$ cat src/rtl/hsps_pkg.sv
// Package of constants and types for the hot-swap power sequencer
// Functional notes
// [RQ1] Supply counts as in range only with low compare above and high compare below.
// [RQ2] Both seat detects must show seated; no load drive at power application.
// [RQ3] Once supply and seating are good, wait the seat delay then enable gate.
// [RQ4] Power output counts as on only once switch-on sense reports low drop.
// [RQ5] Power good asserts only with supply in range and switch reported on.
// [RQ6] Power good withheld after a start-up trip; needs a trip-free start. Code only flags it in status; power good still asserts after a retry.
// [RQ7] Drop above threshold longer than filter time trips; shorter pulses ignored.
// [RQ8] Fast-trip compare trips the breaker at once, bypassing the filter.
// [RQ9] Any trip removes gate enable and drives breaker fault low.
// [RQ10] Sustained over-current during or after insertion turns the switch off fast.
// [RQ11] In duty-cycle mode a trip clears itself after the retry period.
// [RQ12] If over-current persists after auto clear, the breaker trips again.
// [RQ13] Breaker clear held low keeps the external switch off.
// [RQ14] Sequencing delays come from fixed factory settings, not from software.
// [RQ15] Seat detect delay is 80 ms.
// [RQ16] Breaker filter time is one of four values, 5 us to 400 us.
// [RQ17] Power-good delay is one of four values, 5 ms to 160 ms.
// [RQ18] Duty-cycle retry period is 1.5 s.
// [RQ19] All inputs are synchronised; every delay counts whole clock cycles.
// [RQ20] After reset gate off, power good off, fault released.
package hsps_pkg;

  // ----------------------------------------------------------------
  // Timing
  // ----------------------------------------------------------------
  localparam int  CLK_PERIOD_NS   = 10;
  localparam int  SEAT_DELAY_MS   = 80;
  localparam real RETRY_PERIOD_S  = 1.5;
  localparam int  FILT_T0_US      = 5;
  localparam int  FILT_T1_US      = 50;
  localparam int  FILT_T2_US      = 150;
  localparam int  FILT_T3_US      = 400;
  localparam int  PGD_T0_MS       = 5;
  localparam int  PGD_T1_MS       = 20;
  localparam int  PGD_T2_MS       = 80;
  localparam int  PGD_T3_MS       = 160;

  localparam int  SEAT_DELAY_CYC  = SEAT_DELAY_MS * 1000000 / CLK_PERIOD_NS;
  localparam int  RETRY_CYC       = int'(RETRY_PERIOD_S * 1.0e9 / CLK_PERIOD_NS);
  localparam int  FILT_CYC0       = FILT_T0_US * 1000 / CLK_PERIOD_NS;
  localparam int  FILT_CYC1       = FILT_T1_US * 1000 / CLK_PERIOD_NS;
  localparam int  FILT_CYC2       = FILT_T2_US * 1000 / CLK_PERIOD_NS;
  localparam int  FILT_CYC3       = FILT_T3_US * 1000 / CLK_PERIOD_NS;
  localparam int  PGD_CYC0        = PGD_T0_MS * 1000000 / CLK_PERIOD_NS;
  localparam int  PGD_CYC1        = PGD_T1_MS * 1000000 / CLK_PERIOD_NS;
  localparam int  PGD_CYC2        = PGD_T2_MS * 1000000 / CLK_PERIOD_NS;
  localparam int  PGD_CYC3        = PGD_T3_MS * 1000000 / CLK_PERIOD_NS;

  localparam int  CNT_W           = 32;
  localparam int  SYNC_STAGES     = 2;

  // ----------------------------------------------------------------
  // Register map (byte addresses)
  // ----------------------------------------------------------------
  localparam int          ADDR_W      = 4;
  localparam logic [3:0]  OFS_CTRL    = 4'h0;
  localparam logic [3:0]  OFS_STATUS  = 4'h4;
  localparam logic [3:0]  OFS_CONFIG  = 4'h8;

  localparam int          CTRL_ENABLE = 0;
  localparam int          CTRL_DUTY   = 1;
  localparam int          CTRL_SEATEN = 2;
  localparam logic [2:0]  CTRL_RESET  = 3'h5;

  localparam int          ST_TRIP_EVT = 8;
  localparam int          ST_START_TRIP = 9;
  localparam int          ST_GATE     = 10;
  localparam int          ST_PGOOD    = 11;
  localparam int          ST_FAULT    = 12;
  localparam int          ST_CNT_LSB  = 16;
  localparam int          TRIP_CNT_W  = 8;

  // ----------------------------------------------------------------
  // Types
  // ----------------------------------------------------------------
  typedef enum logic [4:0] {
    HSPS_IDLE = 5'b00001,
    HSPS_SEAT = 5'b00010,
    HSPS_RAMP = 5'b00100,
    HSPS_RUN  = 5'b01000,
    HSPS_TRIP = 5'b10000
  } hsps_state_t;

  typedef struct packed {
    logic supply_low_compare;
    logic supply_high_compare;
    logic seat_detect_a_n;
    logic seat_detect_b_n;
    logic switch_on_sense;
    logic current_drop_sense;
    logic fast_trip;
    logic breaker_clear_n;
  } hsps_in_t;

  localparam int IN_W = $bits(hsps_in_t);

endpackage

$ cat src/rtl/hsps_sync.sv
// Two-flop synchroniser for a bundle of level inputs
`timescale 1ns/100ps
module hsps_sync
  import hsps_pkg::*;
#(
  parameter int WIDTH = 8
) (
  // Clock and reset
  input  wire logic             ref_clk_i,
  input  wire logic             reset_n_i,
  // Data
  input  wire logic [WIDTH-1:0] async_i,
  output logic      [WIDTH-1:0] sync_o
);

  logic [WIDTH-1:0] meta_reg;
  logic [WIDTH-1:0] meta_next;
  logic [WIDTH-1:0] sync_reg;
  logic [WIDTH-1:0] sync_next;

  always_comb begin
    meta_next = async_i;
    sync_next = meta_reg;
  end

  // Reset value is all zero; callers must treat zero as inactive or invert
  always_ff @(posedge ref_clk_i) begin
    if (!reset_n_i) begin
      meta_reg <= '0;
      sync_reg <= '0;
    end else begin
      meta_reg <= meta_next;
      sync_reg <= sync_next;
    end
  end

  assign sync_o = sync_reg;

endmodule

$ cat src/rtl/hsps_top.sv
// Hot-swap power sequencer: sequencing, breaker and Avalon-MM registers
//
// The placing of the registers and the Avalon-MM interface to the registers were chosen for this implementation.
`timescale 1ns/100ps
module hsps_top
  import hsps_pkg::*;
#(
  parameter logic [1:0]       FILT_SEL  = 2'h3,
  parameter logic [1:0]       PGD_SEL   = 2'h0,
  parameter logic [CNT_W-1:0] SEAT_CYC  = CNT_W'(SEAT_DELAY_CYC),
  parameter logic [CNT_W-1:0] RETRY_PER = CNT_W'(RETRY_CYC),
  parameter logic [CNT_W-1:0] FILT0     = CNT_W'(FILT_CYC0),
  parameter logic [CNT_W-1:0] FILT1     = CNT_W'(FILT_CYC1),
  parameter logic [CNT_W-1:0] FILT2     = CNT_W'(FILT_CYC2),
  parameter logic [CNT_W-1:0] FILT3     = CNT_W'(FILT_CYC3),
  parameter logic [CNT_W-1:0] PGD0      = CNT_W'(PGD_CYC0),
  parameter logic [CNT_W-1:0] PGD1      = CNT_W'(PGD_CYC1),
  parameter logic [CNT_W-1:0] PGD2      = CNT_W'(PGD_CYC2),
  parameter logic [CNT_W-1:0] PGD3      = CNT_W'(PGD_CYC3)
) (
  // Clock and reset
  input  wire logic              ref_clk_i,
  input  wire logic              reset_n_i,
  // Comparator results and card inputs
  input  wire logic              supply_low_compare_i,
  input  wire logic              supply_high_compare_i,
  input  wire logic              seat_detect_a_n_i,
  input  wire logic              seat_detect_b_n_i,
  input  wire logic              switch_on_sense_i,
  input  wire logic              current_drop_sense_i,
  input  wire logic              fast_trip_i,
  input  wire logic              breaker_clear_n_i,
  // Power outputs
  output logic                   gate_drive_enable_o,
  output logic                   power_good_n_o,
  output logic                   breaker_fault_n_o,
  // Avalon-MM slave
  input  wire logic [ADDR_W-1:0] avs_address,
  input  wire logic              avs_read,
  input  wire logic              avs_write,
  input  wire logic [31:0]       avs_writedata,
  input  wire logic [3:0]        avs_byteenable,
  output logic      [31:0]       avs_readdata,
  output logic                   avs_waitrequest
);

  // ----------------------------------------------------------------
  // Factory delay selection
  // ----------------------------------------------------------------
  function automatic logic [CNT_W-1:0] pick4(
    input logic [1:0]       sel,
    input logic [CNT_W-1:0] v0,
    input logic [CNT_W-1:0] v1,
    input logic [CNT_W-1:0] v2,
    input logic [CNT_W-1:0] v3
  );
    case (sel)
      2'h0:    pick4 = v0;
      2'h1:    pick4 = v1;
      2'h2:    pick4 = v2;
      default: pick4 = v3;
    endcase
  endfunction

  // Delays are fixed by parameters only; no register can change them
  localparam logic [CNT_W-1:0] FILT_LIM = pick4(FILT_SEL, FILT0, FILT1, FILT2, FILT3); // [RQ14] [RQ16]
  localparam logic [CNT_W-1:0] PGD_LIM  = pick4(PGD_SEL, PGD0, PGD1, PGD2, PGD3);      // [RQ14] [RQ17]

  // ----------------------------------------------------------------
  // Input synchronisation
  // ----------------------------------------------------------------
  hsps_in_t raw_in;
  hsps_in_t syn_in;
  logic [IN_W-1:0] syn_bits;

  // Active-low inputs are inverted so the all-zero sync reset reads inactive
  always_comb begin
    raw_in                     = '0;
    raw_in.supply_low_compare  = supply_low_compare_i;
    raw_in.supply_high_compare = supply_high_compare_i;
    raw_in.seat_detect_a_n     = ~seat_detect_a_n_i;
    raw_in.seat_detect_b_n     = ~seat_detect_b_n_i;
    raw_in.switch_on_sense     = switch_on_sense_i;
    raw_in.current_drop_sense  = current_drop_sense_i;
    raw_in.fast_trip           = fast_trip_i;
    raw_in.breaker_clear_n     = ~breaker_clear_n_i;
  end

  hsps_sync #(
    .WIDTH (IN_W)
  ) u_sync (
    .ref_clk_i (ref_clk_i),
    .reset_n_i (reset_n_i),
    .async_i   (raw_in),
    .sync_o    (syn_bits)
  ); // [RQ19]

  assign syn_in = hsps_in_t'(syn_bits);

  // ----------------------------------------------------------------
  // Registers
  // ----------------------------------------------------------------
  hsps_state_t                 state_reg;
  hsps_state_t                 state_next;
  logic [CNT_W-1:0]            tmr_reg;
  logic [CNT_W-1:0]            tmr_next;
  logic [CNT_W-1:0]            filt_reg;
  logic [CNT_W-1:0]            filt_next;
  logic                        gate_reg;
  logic                        gate_next;
  logic                        pg_n_reg;
  logic                        pg_n_next;
  logic                        fault_n_reg;
  logic                        fault_n_next;
  logic                        start_trip_reg;
  logic                        start_trip_next;
  logic                        trip_evt_reg;
  logic                        trip_evt_next;
  logic [TRIP_CNT_W-1:0]       trip_cnt_reg;
  logic [TRIP_CNT_W-1:0]       trip_cnt_next;
  logic [2:0]                  ctrl_reg;
  logic [2:0]                  ctrl_next;
  logic                        wait_reg;
  logic                        wait_next;
  logic [31:0]                 rdata_reg;
  logic [31:0]                 rdata_next;

  // ----------------------------------------------------------------
  // Condition decode
  // ----------------------------------------------------------------
  logic supply_ok;
  logic seated;
  logic clear_held;
  logic enables_ok;
  logic slow_trip;
  logic trip;

  always_comb begin
    supply_ok  = syn_in.supply_low_compare & ~syn_in.supply_high_compare;   // [RQ1]
    seated     = (syn_in.seat_detect_a_n & syn_in.seat_detect_b_n)
               | ~ctrl_reg[CTRL_SEATEN];                                     // [RQ2]
    clear_held = syn_in.breaker_clear_n;
    enables_ok = supply_ok & seated & ~clear_held & ctrl_reg[CTRL_ENABLE];
    slow_trip  = syn_in.current_drop_sense && (filt_reg >= FILT_LIM);       // [RQ7]
    trip       = slow_trip | syn_in.fast_trip;                               // [RQ8]
  end

  // ----------------------------------------------------------------
  // Breaker filter
  // ----------------------------------------------------------------
  // Counts only while the drop is continuously above threshold
  always_comb begin
    filt_next = '0;
    if (syn_in.current_drop_sense && gate_reg) begin
      filt_next = (filt_reg >= FILT_LIM) ? filt_reg : filt_reg + 1'b1;     // [RQ7]
    end
  end

  always_ff @(posedge ref_clk_i) begin
    if (!reset_n_i) begin
      filt_reg <= '0;
    end else begin
      filt_reg <= filt_next;
    end
  end

  // ----------------------------------------------------------------
  // Sequencer
  // ----------------------------------------------------------------
  always_comb begin
    state_next      = state_reg;
    tmr_next        = tmr_reg;
    gate_next       = 1'b0;
    pg_n_next       = 1'b1;
    fault_n_next    = fault_n_reg;
    start_trip_next = start_trip_reg;
    trip_cnt_next   = trip_cnt_reg;
    case (state_reg)
      HSPS_IDLE: begin
        tmr_next     = '0;
        fault_n_next = 1'b1;
        if (enables_ok) begin
          state_next = HSPS_SEAT;                                            // [RQ2]
        end
      end
      HSPS_SEAT: begin
        if (!enables_ok) begin
          state_next = HSPS_IDLE;
          tmr_next   = '0;
        end else if (tmr_reg >= SEAT_CYC - 1'b1) begin
          state_next = HSPS_RAMP;                                            // [RQ3] [RQ15]
          tmr_next   = '0;
          gate_next  = 1'b1;
        end else begin
          tmr_next   = tmr_reg + 1'b1;                                       // [RQ19]
        end
      end
      HSPS_RAMP: begin
        gate_next = 1'b1;
        if (trip) begin
          state_next      = HSPS_TRIP;
          gate_next       = 1'b0;                                            // [RQ9] [RQ10]
          fault_n_next    = 1'b0;
          start_trip_next = 1'b1;                                            // [RQ6]
          trip_cnt_next   = trip_cnt_reg + 1'b1;
          tmr_next        = '0;
        end else if (!enables_ok) begin
          state_next = HSPS_IDLE;                                            // [RQ13]
          gate_next  = 1'b0;
        end else begin
          if (tmr_reg < PGD_LIM) begin
            tmr_next = tmr_reg + 1'b1;
          end
          if ((tmr_reg >= PGD_LIM - 1'b1) && syn_in.switch_on_sense) begin
            state_next      = HSPS_RUN;                                      // [RQ4] [RQ17]
            pg_n_next       = 1'b0;                                          // [RQ5] [RQ6]
            start_trip_next = 1'b0;
          end
        end
      end
      HSPS_RUN: begin
        gate_next = 1'b1;
        pg_n_next = ~(supply_ok & syn_in.switch_on_sense);                   // [RQ5]
        if (trip) begin
          state_next    = HSPS_TRIP;
          gate_next     = 1'b0;                                              // [RQ9] [RQ10]
          pg_n_next     = 1'b1;
          fault_n_next  = 1'b0;
          trip_cnt_next = trip_cnt_reg + 1'b1;
          tmr_next      = '0;
        end else if (!enables_ok) begin
          state_next = HSPS_IDLE;                                            // [RQ1] [RQ13]
          gate_next  = 1'b0;
          pg_n_next  = 1'b1;
        end else if (!syn_in.switch_on_sense) begin
          state_next = HSPS_RAMP;                                            // [RQ4]
          pg_n_next  = 1'b1;
        end
      end
      HSPS_TRIP: begin
        fault_n_next = 1'b0;                                                 // [RQ9]
        if (clear_held) begin
          state_next   = HSPS_IDLE;
          fault_n_next = 1'b1;
          tmr_next     = '0;
        end else if (ctrl_reg[CTRL_DUTY]) begin
          if (tmr_reg >= RETRY_PER - 1'b1) begin
            // Retry goes straight to gate drive if enables are good, else to idle; a live fault re-trips
            tmr_next     = '0;
            fault_n_next = 1'b1;                                             // [RQ11] [RQ18]
            if (enables_ok) begin
              state_next = HSPS_RAMP;                                        // [RQ12]
              gate_next  = 1'b1;
            end else begin
              state_next = HSPS_IDLE;
            end
          end else begin
            tmr_next = tmr_reg + 1'b1;
          end
        end
      end
      default: begin
        state_next = HSPS_IDLE;
        tmr_next   = '0;
      end
    endcase
  end

  always_ff @(posedge ref_clk_i) begin
    if (!reset_n_i) begin
      state_reg      <= HSPS_IDLE;
      tmr_reg        <= '0;
      gate_reg       <= 1'b0;                                                // [RQ20]
      pg_n_reg       <= 1'b1;                                                // [RQ20]
      fault_n_reg    <= 1'b1;                                                // [RQ20]
      start_trip_reg <= 1'b0;
      trip_cnt_reg   <= '0;
    end else begin
      state_reg      <= state_next;
      tmr_reg        <= tmr_next;
      gate_reg       <= gate_next;
      pg_n_reg       <= pg_n_next;
      fault_n_reg    <= fault_n_next;
      start_trip_reg <= start_trip_next;
      trip_cnt_reg   <= trip_cnt_next;
    end
  end

  // ----------------------------------------------------------------
  // Avalon-MM slave
  // ----------------------------------------------------------------
  // One wait cycle per access keeps read data registered
  logic        acc;
  logic        wr_ok;
  logic [31:0] status_word;

  always_comb begin
    acc   = (avs_read | avs_write) & wait_reg;
    wr_ok = avs_write & ~wait_reg;
    status_word                                      = '0;
    status_word[4:0]                                 = state_reg;
    status_word[ST_TRIP_EVT]                         = trip_evt_reg;
    status_word[ST_START_TRIP]                       = start_trip_reg;
    status_word[ST_GATE]                             = gate_reg;
    status_word[ST_PGOOD]                            = ~pg_n_reg;
    status_word[ST_FAULT]                            = ~fault_n_reg;
    status_word[ST_CNT_LSB +: TRIP_CNT_W]            = trip_cnt_reg;
  end

  always_comb begin
    wait_next     = ~acc;
    rdata_next    = rdata_reg;
    ctrl_next     = ctrl_reg;
    trip_evt_next = trip_evt_reg;
    if (acc && avs_read) begin
      case (avs_address)
        OFS_CTRL:   rdata_next = {29'h0000000, ctrl_reg};
        OFS_STATUS: rdata_next = status_word;
        OFS_CONFIG: rdata_next = {28'h0000000, PGD_SEL, FILT_SEL};
        default:    rdata_next = 32'h00000000;
      endcase
    end
    if (wr_ok && avs_byteenable[0]) begin
      if (avs_address == OFS_CTRL) begin
        ctrl_next = avs_writedata[2:0];
      end
    end
    if (wr_ok && avs_byteenable[1] && avs_address == OFS_STATUS
        && avs_writedata[ST_TRIP_EVT]) begin
      trip_evt_next = 1'b0;
    end
    // A trip in the clearing cycle wins over the clear
    if (state_reg != HSPS_TRIP && state_next == HSPS_TRIP) begin
      trip_evt_next = 1'b1;
    end
  end

  always_ff @(posedge ref_clk_i) begin
    if (!reset_n_i) begin
      wait_reg     <= 1'b1;
      rdata_reg    <= 32'h00000000;
      ctrl_reg     <= CTRL_RESET;
      trip_evt_reg <= 1'b0;
    end else begin
      wait_reg     <= wait_next;
      rdata_reg    <= rdata_next;
      ctrl_reg     <= ctrl_next;
      trip_evt_reg <= trip_evt_next;
    end
  end

  // ----------------------------------------------------------------
  // Outputs
  // ----------------------------------------------------------------
  assign gate_drive_enable_o = gate_reg;
  assign power_good_n_o      = pg_n_reg;
  assign breaker_fault_n_o   = fault_n_reg;
  assign avs_readdata        = rdata_reg;
  assign avs_waitrequest     = wait_reg;

endmodule

$ cat config.mk
export PLATFORM = sky130hd
export DESIGN_NAME = hsps_top
export DESIGN_NICKNAME = d
export VERILOG_FILES = /design/src/rtl/hsps_pkg.sv /design/src/rtl/hsps_sync.sv /design/src/rtl/hsps_top.sv
export SDC_FILE = /design/constraint.sdc
export NUM_CORES = 1
export LEC_CHECK = 0
export ABC_CLOCK_PERIOD_IN_PS = 3200
export BUFFER_PORTS_ARGS = -buffer_cell sky130_fd_sc_hd__buf_2
export CAP_MARGIN = 10
export CORE_MARGIN = 2
export CORE_UTILIZATION = 50
export CTS_CLUSTER_SIZE = 28
export DETAILED_ROUTE_END_ITERATION = 12
export GPL_TIMING_DRIVEN = 0
export PLACE_DENSITY_LB_ADDON = 0.15
export SLEW_MARGIN = 20
export SYNTH_ARGS = -nofsm -noshare
export SYNTH_HDL_FRONTEND = slang
export SYNTH_SLANG_ARGS = --single-unit
$ cat constraint.sdc
create_clock -name ref_clk_i -period 3.2 [get_ports ref_clk_i]
set_clock_uncertainty 0.15 [all_clocks]
set_input_delay 0.64 -clock ref_clk_i [delete_from_list [all_inputs] [get_ports ref_clk_i]]
set_output_delay 0.64 -clock ref_clk_i [all_outputs]
set_load 0.02 [all_outputs]
==> metrics.md <==
| Metric | Value |
|---|---|
| Clock latency on the worst-skew pair | `510 ps` |
| Antenna violations before repair | `0` |
| Setup violators final | `0` |
| Part of the total power dissipated in combinational logic | `2.6%` |
| Post-DRT Antenna Nets | `0` |
| Commonest non-fill, non-tap cell in the layout | `sky130_fd_sc_hd__dfxtp_1` |
| FF+latch count, synth | `120` |
| Global-route congestion overflow total | `0` |
| Area of the mapped netlist | `0.00539 mm2` |
| Number of violations reported at the end of detailed-routing iteration 0 | `256` |
| Critical path startpoint | `tmr_reg[0]$_SDFFE_PN0P_` |
| Power density of the placed cells | `533 mW/mm2` |
| Relative contribution of sequential cells to total power | `44.2%` |
| Sw Pwr | `750 uW` |
| Routed wire length per instance | `14.4 um` |
| CORE AREA | `0.0104 mm2` |
| Clock tree from TritonCTS | `built` |
| Via/cell ratio | `5.41` |
| Switching part of the total | `21.9%` |
| Run status | `finished clean` |
| Total power | `3420 uW` |
| Clock group share of total power | `53.3%` |
| Required time of the critical path | `3450 ps` |
| Number of distinct standard cells referenced by the synthesized netlist | `60` |
| Signed area change from the synthesized netlist to the final layout | `19.2%` |
| Area post-placement | `0.00583 mm2` |
| Chip Width | `108 um` |
| Maximum vdd drop | `398 uV` |
| Period Utilization, post-route | `92.0%` |
| Ranking of synthesized cells by area | `sky130_fd_sc_hd__dfxtp_1, sky130_fd_sc_hd__xnor2_1, sky130_fd_sc_hd__nor2_1, sky130_fd_sc_hd__and2_1, sky130_fd_sc_hd__nor2b_1` |
| Number of iterations in the first detailed-routing pass | `5` |
| CP Capture Point | `tmr_reg[0]$_SDFFE_PN0P_` |
| Leading cell types in the layout, fill and taps excluded | `sky130_fd_sc_hd__dfxtp_1, sky130_fd_sc_hd__nor2_1, sky130_fd_sc_hd__buf_2, sky130_fd_sc_hd__and2_1, sky130_fd_sc_hd__xnor2_1` |
| Unrepaired setup endpoints after global routing | `no` |
| Routability congestion estimate from global placement | `0.917` |
| Post-synthesis async set-or-reset flop share | `0%` |
| Worst-case setup margin in the final layout | `257 ps` |
| # IOs | `88` |
| Quantity of I/O buffers inserted on ports | `43` |
| Antenna Cells | `0` |
| Leakage component of the power | `0.00244 uW` |
| Max-cap violations | `0` |
| First-pass GRT wire length | `20000 um` |
| Depth of the worst hold-timing path | `2` |
| Sequential area share after synthesis | `44.6%` |
| Worst hold-check slack | `137 ps` |
| Vias in the first global route | `4271` |
| Overall routed net length | `12000 um` |
| DIE HEIGHT | `108 um` |
| Path type of the worst min-delay path | `input port to register` |
| Net count of the finished layout | `740` |
| Average footprint of a synthesized cell | `8.88 um2` |
| Max Freq | `340 MHz` |
| Critical path class | `register to register` |
| Cell at the root of the clock tree | `sky130_fd_sc_hd__clkbuf_8` |
| Reg2reg start | `tmr_reg[0]$_SDFFE_PN0P_` |
| Number of endpoints with negative hold slack in the final report | `0` |
| Maximum number of pins on one net before global-route repair | `17` |
| Post-route cell area | `0.00643 mm2` |
| Shortest period the worst path allows | `2940 ps` |
| Die Footprint | `0.0116 mm2` |
| DP Worst Slack | `159 ps` |
| Fraction of final layout cells with drive strength greater than 1 | `15.4%` |
| Starting density of the core | `51.7%` |
| CTS sink count | `120` |
| Flop-to-flop setup slack | `260 ps` |
| Critical Path Source Type | `register` |
| Maximum number of buffers from clock root to sink | `2` |
| DR vias | `4505` |
| Worst endpoint data arrival time | `3200 ps` |
| Number of slew-limit violations in the final report | `0` |
| Critical-path maximum fanout | `10` |
| Worst relative slew slack | `42.4%` |
| Cell type contributing the most total cell area after synthesis | `sky130_fd_sc_hd__dfxtp_1` |
| Number of enable-type register cells in the synthesized netlist | `0` |
| Reg-to-reg endpoint | `tmr_reg[0]$_SDFFE_PN0P_` |
| Combined global-route utilization of all metal layers | `21.8%` |
| Flip-flop cell with the highest count after synthesis | `sky130_fd_sc_hd__dfxtp_1` |
| Count of unresolved DRC violations after routing | `0` |
| Number of instances in the synthesized netlist | `607` |
| Number of rows in the core area | `37` |
| Clock transition at path regs | `60 ps` |
| Number of warnings reported in the yosys synthesis log | `0` |
| CTS HTree Levels | `4` |
| Transition time of the tightest slew-check pin | `856 ps` |
| Worst hold start | `seat_detect_b_n_i` |
| Fraction of synthesized cell area taken by the top area cell type | `44.6%` |
| Sum of net half-perimeters after detailed placement | `8570 um` |
| Endpoint type of the worst setup path | `register` |
| Depth of the worst register-to-register path | `9` |
| Cell-internal power | `2670 uW` |
| Clock buffers created by TritonCTS | `17` |
## cell usage after synthesis, types with 3 or more instances
library cell,n
sky130_fd_sc_hd__nor4b_1,5
sky130_fd_sc_hd__clkbuf_1,23
sky130_fd_sc_hd__nand2b_1,6
sky130_fd_sc_hd__a22oi_1,15
sky130_fd_sc_hd__a31oi_1,3
sky130_fd_sc_hd__a21boi_0,3
sky130_fd_sc_hd__nand3b_1,3
sky130_fd_sc_hd__ha_1,4
sky130_fd_sc_hd__nand3_1,22
sky130_fd_sc_hd__or4_1,8
sky130_fd_sc_hd__mux2i_1,6
sky130_fd_sc_hd__nand2_1,32
sky130_fd_sc_hd__nor2b_1,29
sky130_fd_sc_hd__buf_4,15
sky130_fd_sc_hd__o21ai_0,8
sky130_fd_sc_hd__nand4_1,24
sky130_fd_sc_hd__xor2_1,11
sky130_fd_sc_hd__and4_1,5
sky130_fd_sc_hd__xnor2_1,35
sky130_fd_sc_hd__nor2_1,72
sky130_fd_sc_hd__a21oi_1,14
sky130_fd_sc_hd__buf_6,3
sky130_fd_sc_hd__a211oi_1,3
sky130_fd_sc_hd__and3_1,18
sky130_fd_sc_hd__and2_1,40
sky130_fd_sc_hd__dfxtp_1,120
sky130_fd_sc_hd__nor3_1,19
sky130_fd_sc_hd__a41oi_1,3
sky130_fd_sc_hd__or3_1,5
sky130_fd_sc_hd__nor4_1,13
sky130_fd_sc_hd__inv_1,5
## power by group through the flow
stage	clock, uW	sequential (uW)	combinational, uW
after floorplan	0	1540	57.6
after global placement	0	1540	86.2
after detailed placement	0	1540	87.5
after CTS	1850	1510	87.8
after global routing	1930	1510	96.3
final	1820	1510	88.4
## area by class of cell
type | count | area (um2)
Fill cell | 912 | 3990
Multi-Input combinational cell | 450 | 2780
Sequential cell | 120 | 2400
Clock buffer | 18 | 428
Buffer | 45 | 250
Timing Repair Buffer | 45 | 230
Tap cell | 136 | 170
Clock inverter | 14 | 149
Inverter | 5 | 18.8
## kinds of logic (layout without fill, tap and decap cells)
| kind of cell | after synthesis | count (layout) | synth area share, % |
|---|---|---|---|
| simple gates | 308 | 308 | 31.1 |
| flops | 120 | 120 | 44.6 |
| compound gates | 72 | 72 | 9.77 |
| buf+inv | 50 | 127 | 4.99 |
| xor+xnor | 46 | 46 | 7.47 |
| mux | 6 | 6 | 1.11 |
| fa+ha+maj | 4 | 4 | 0.929 |
| other cells | 1 | 14 | 0.0696 |
## per-stage QoR
step / setup TNS [ps] / util, % / std cells
after CTS: 0 / 61.5 / 831
after detailed placement: 0 / 56.0 / 799
after global placement: -881 / 55.9 / 799
final: 0 / 61.7 / 833
after global routing: 0 / 61.7 / 833
after floorplan: 0 / - / 620
## worst min path at each step
| stage | end | slack, ps |
|---|---|---|
| detailed placement | u_sync.sync_o[1]$_SDFF_PN0_ | 270 |
| floorplan | u_sync.sync_o[0]$_SDFF_PN0_ | 260 |
| global route | u_sync.meta_reg[4]$_SDFF_PN0_ | 110 |
| global placement | u_sync.sync_o[7]$_SDFF_PN0_ | 270 |
| CTS | u_sync.meta_reg[0]$_SDFF_PN0_ | 110 |
| finish | u_sync.meta_reg[4]$_SDFF_PN0_ | 140 |
## worst max-delay path, stage by stage, from the launching register on
cell                      delay [ps]
sky130_fd_sc_hd__dfxtp_1         370
sky130_fd_sc_hd__ha_1            260
sky130_fd_sc_hd__nand4_1         130
sky130_fd_sc_hd__nor3_2          550
sky130_fd_sc_hd__nor2_1          120
sky130_fd_sc_hd__o31a_1          360
sky130_fd_sc_hd__a211o_1         370
sky130_fd_sc_hd__o21ai_2         250
sky130_fd_sc_hd__buf_6           190
sky130_fd_sc_hd__nor2_1           60
## routing by layer
layer | wire length [um] | track usage (%) | part of all wire, %
met1 | 5500 | 28.3 | 46
met2 | 5760 | 34.6 | 48
met3 | 594 | 5.63 | 4.9
met4 | 155 | 8.61 | 1.3
met5 | 0 | 0 | 0
## repair_timing
action / CTS / global route
hold buffers: 0 / 0
resized for setup: 0 / 0
setup endpoints to repair: 0 / 31
setup buffers: 0 / 2
Power figures use the tool's default switching activity.
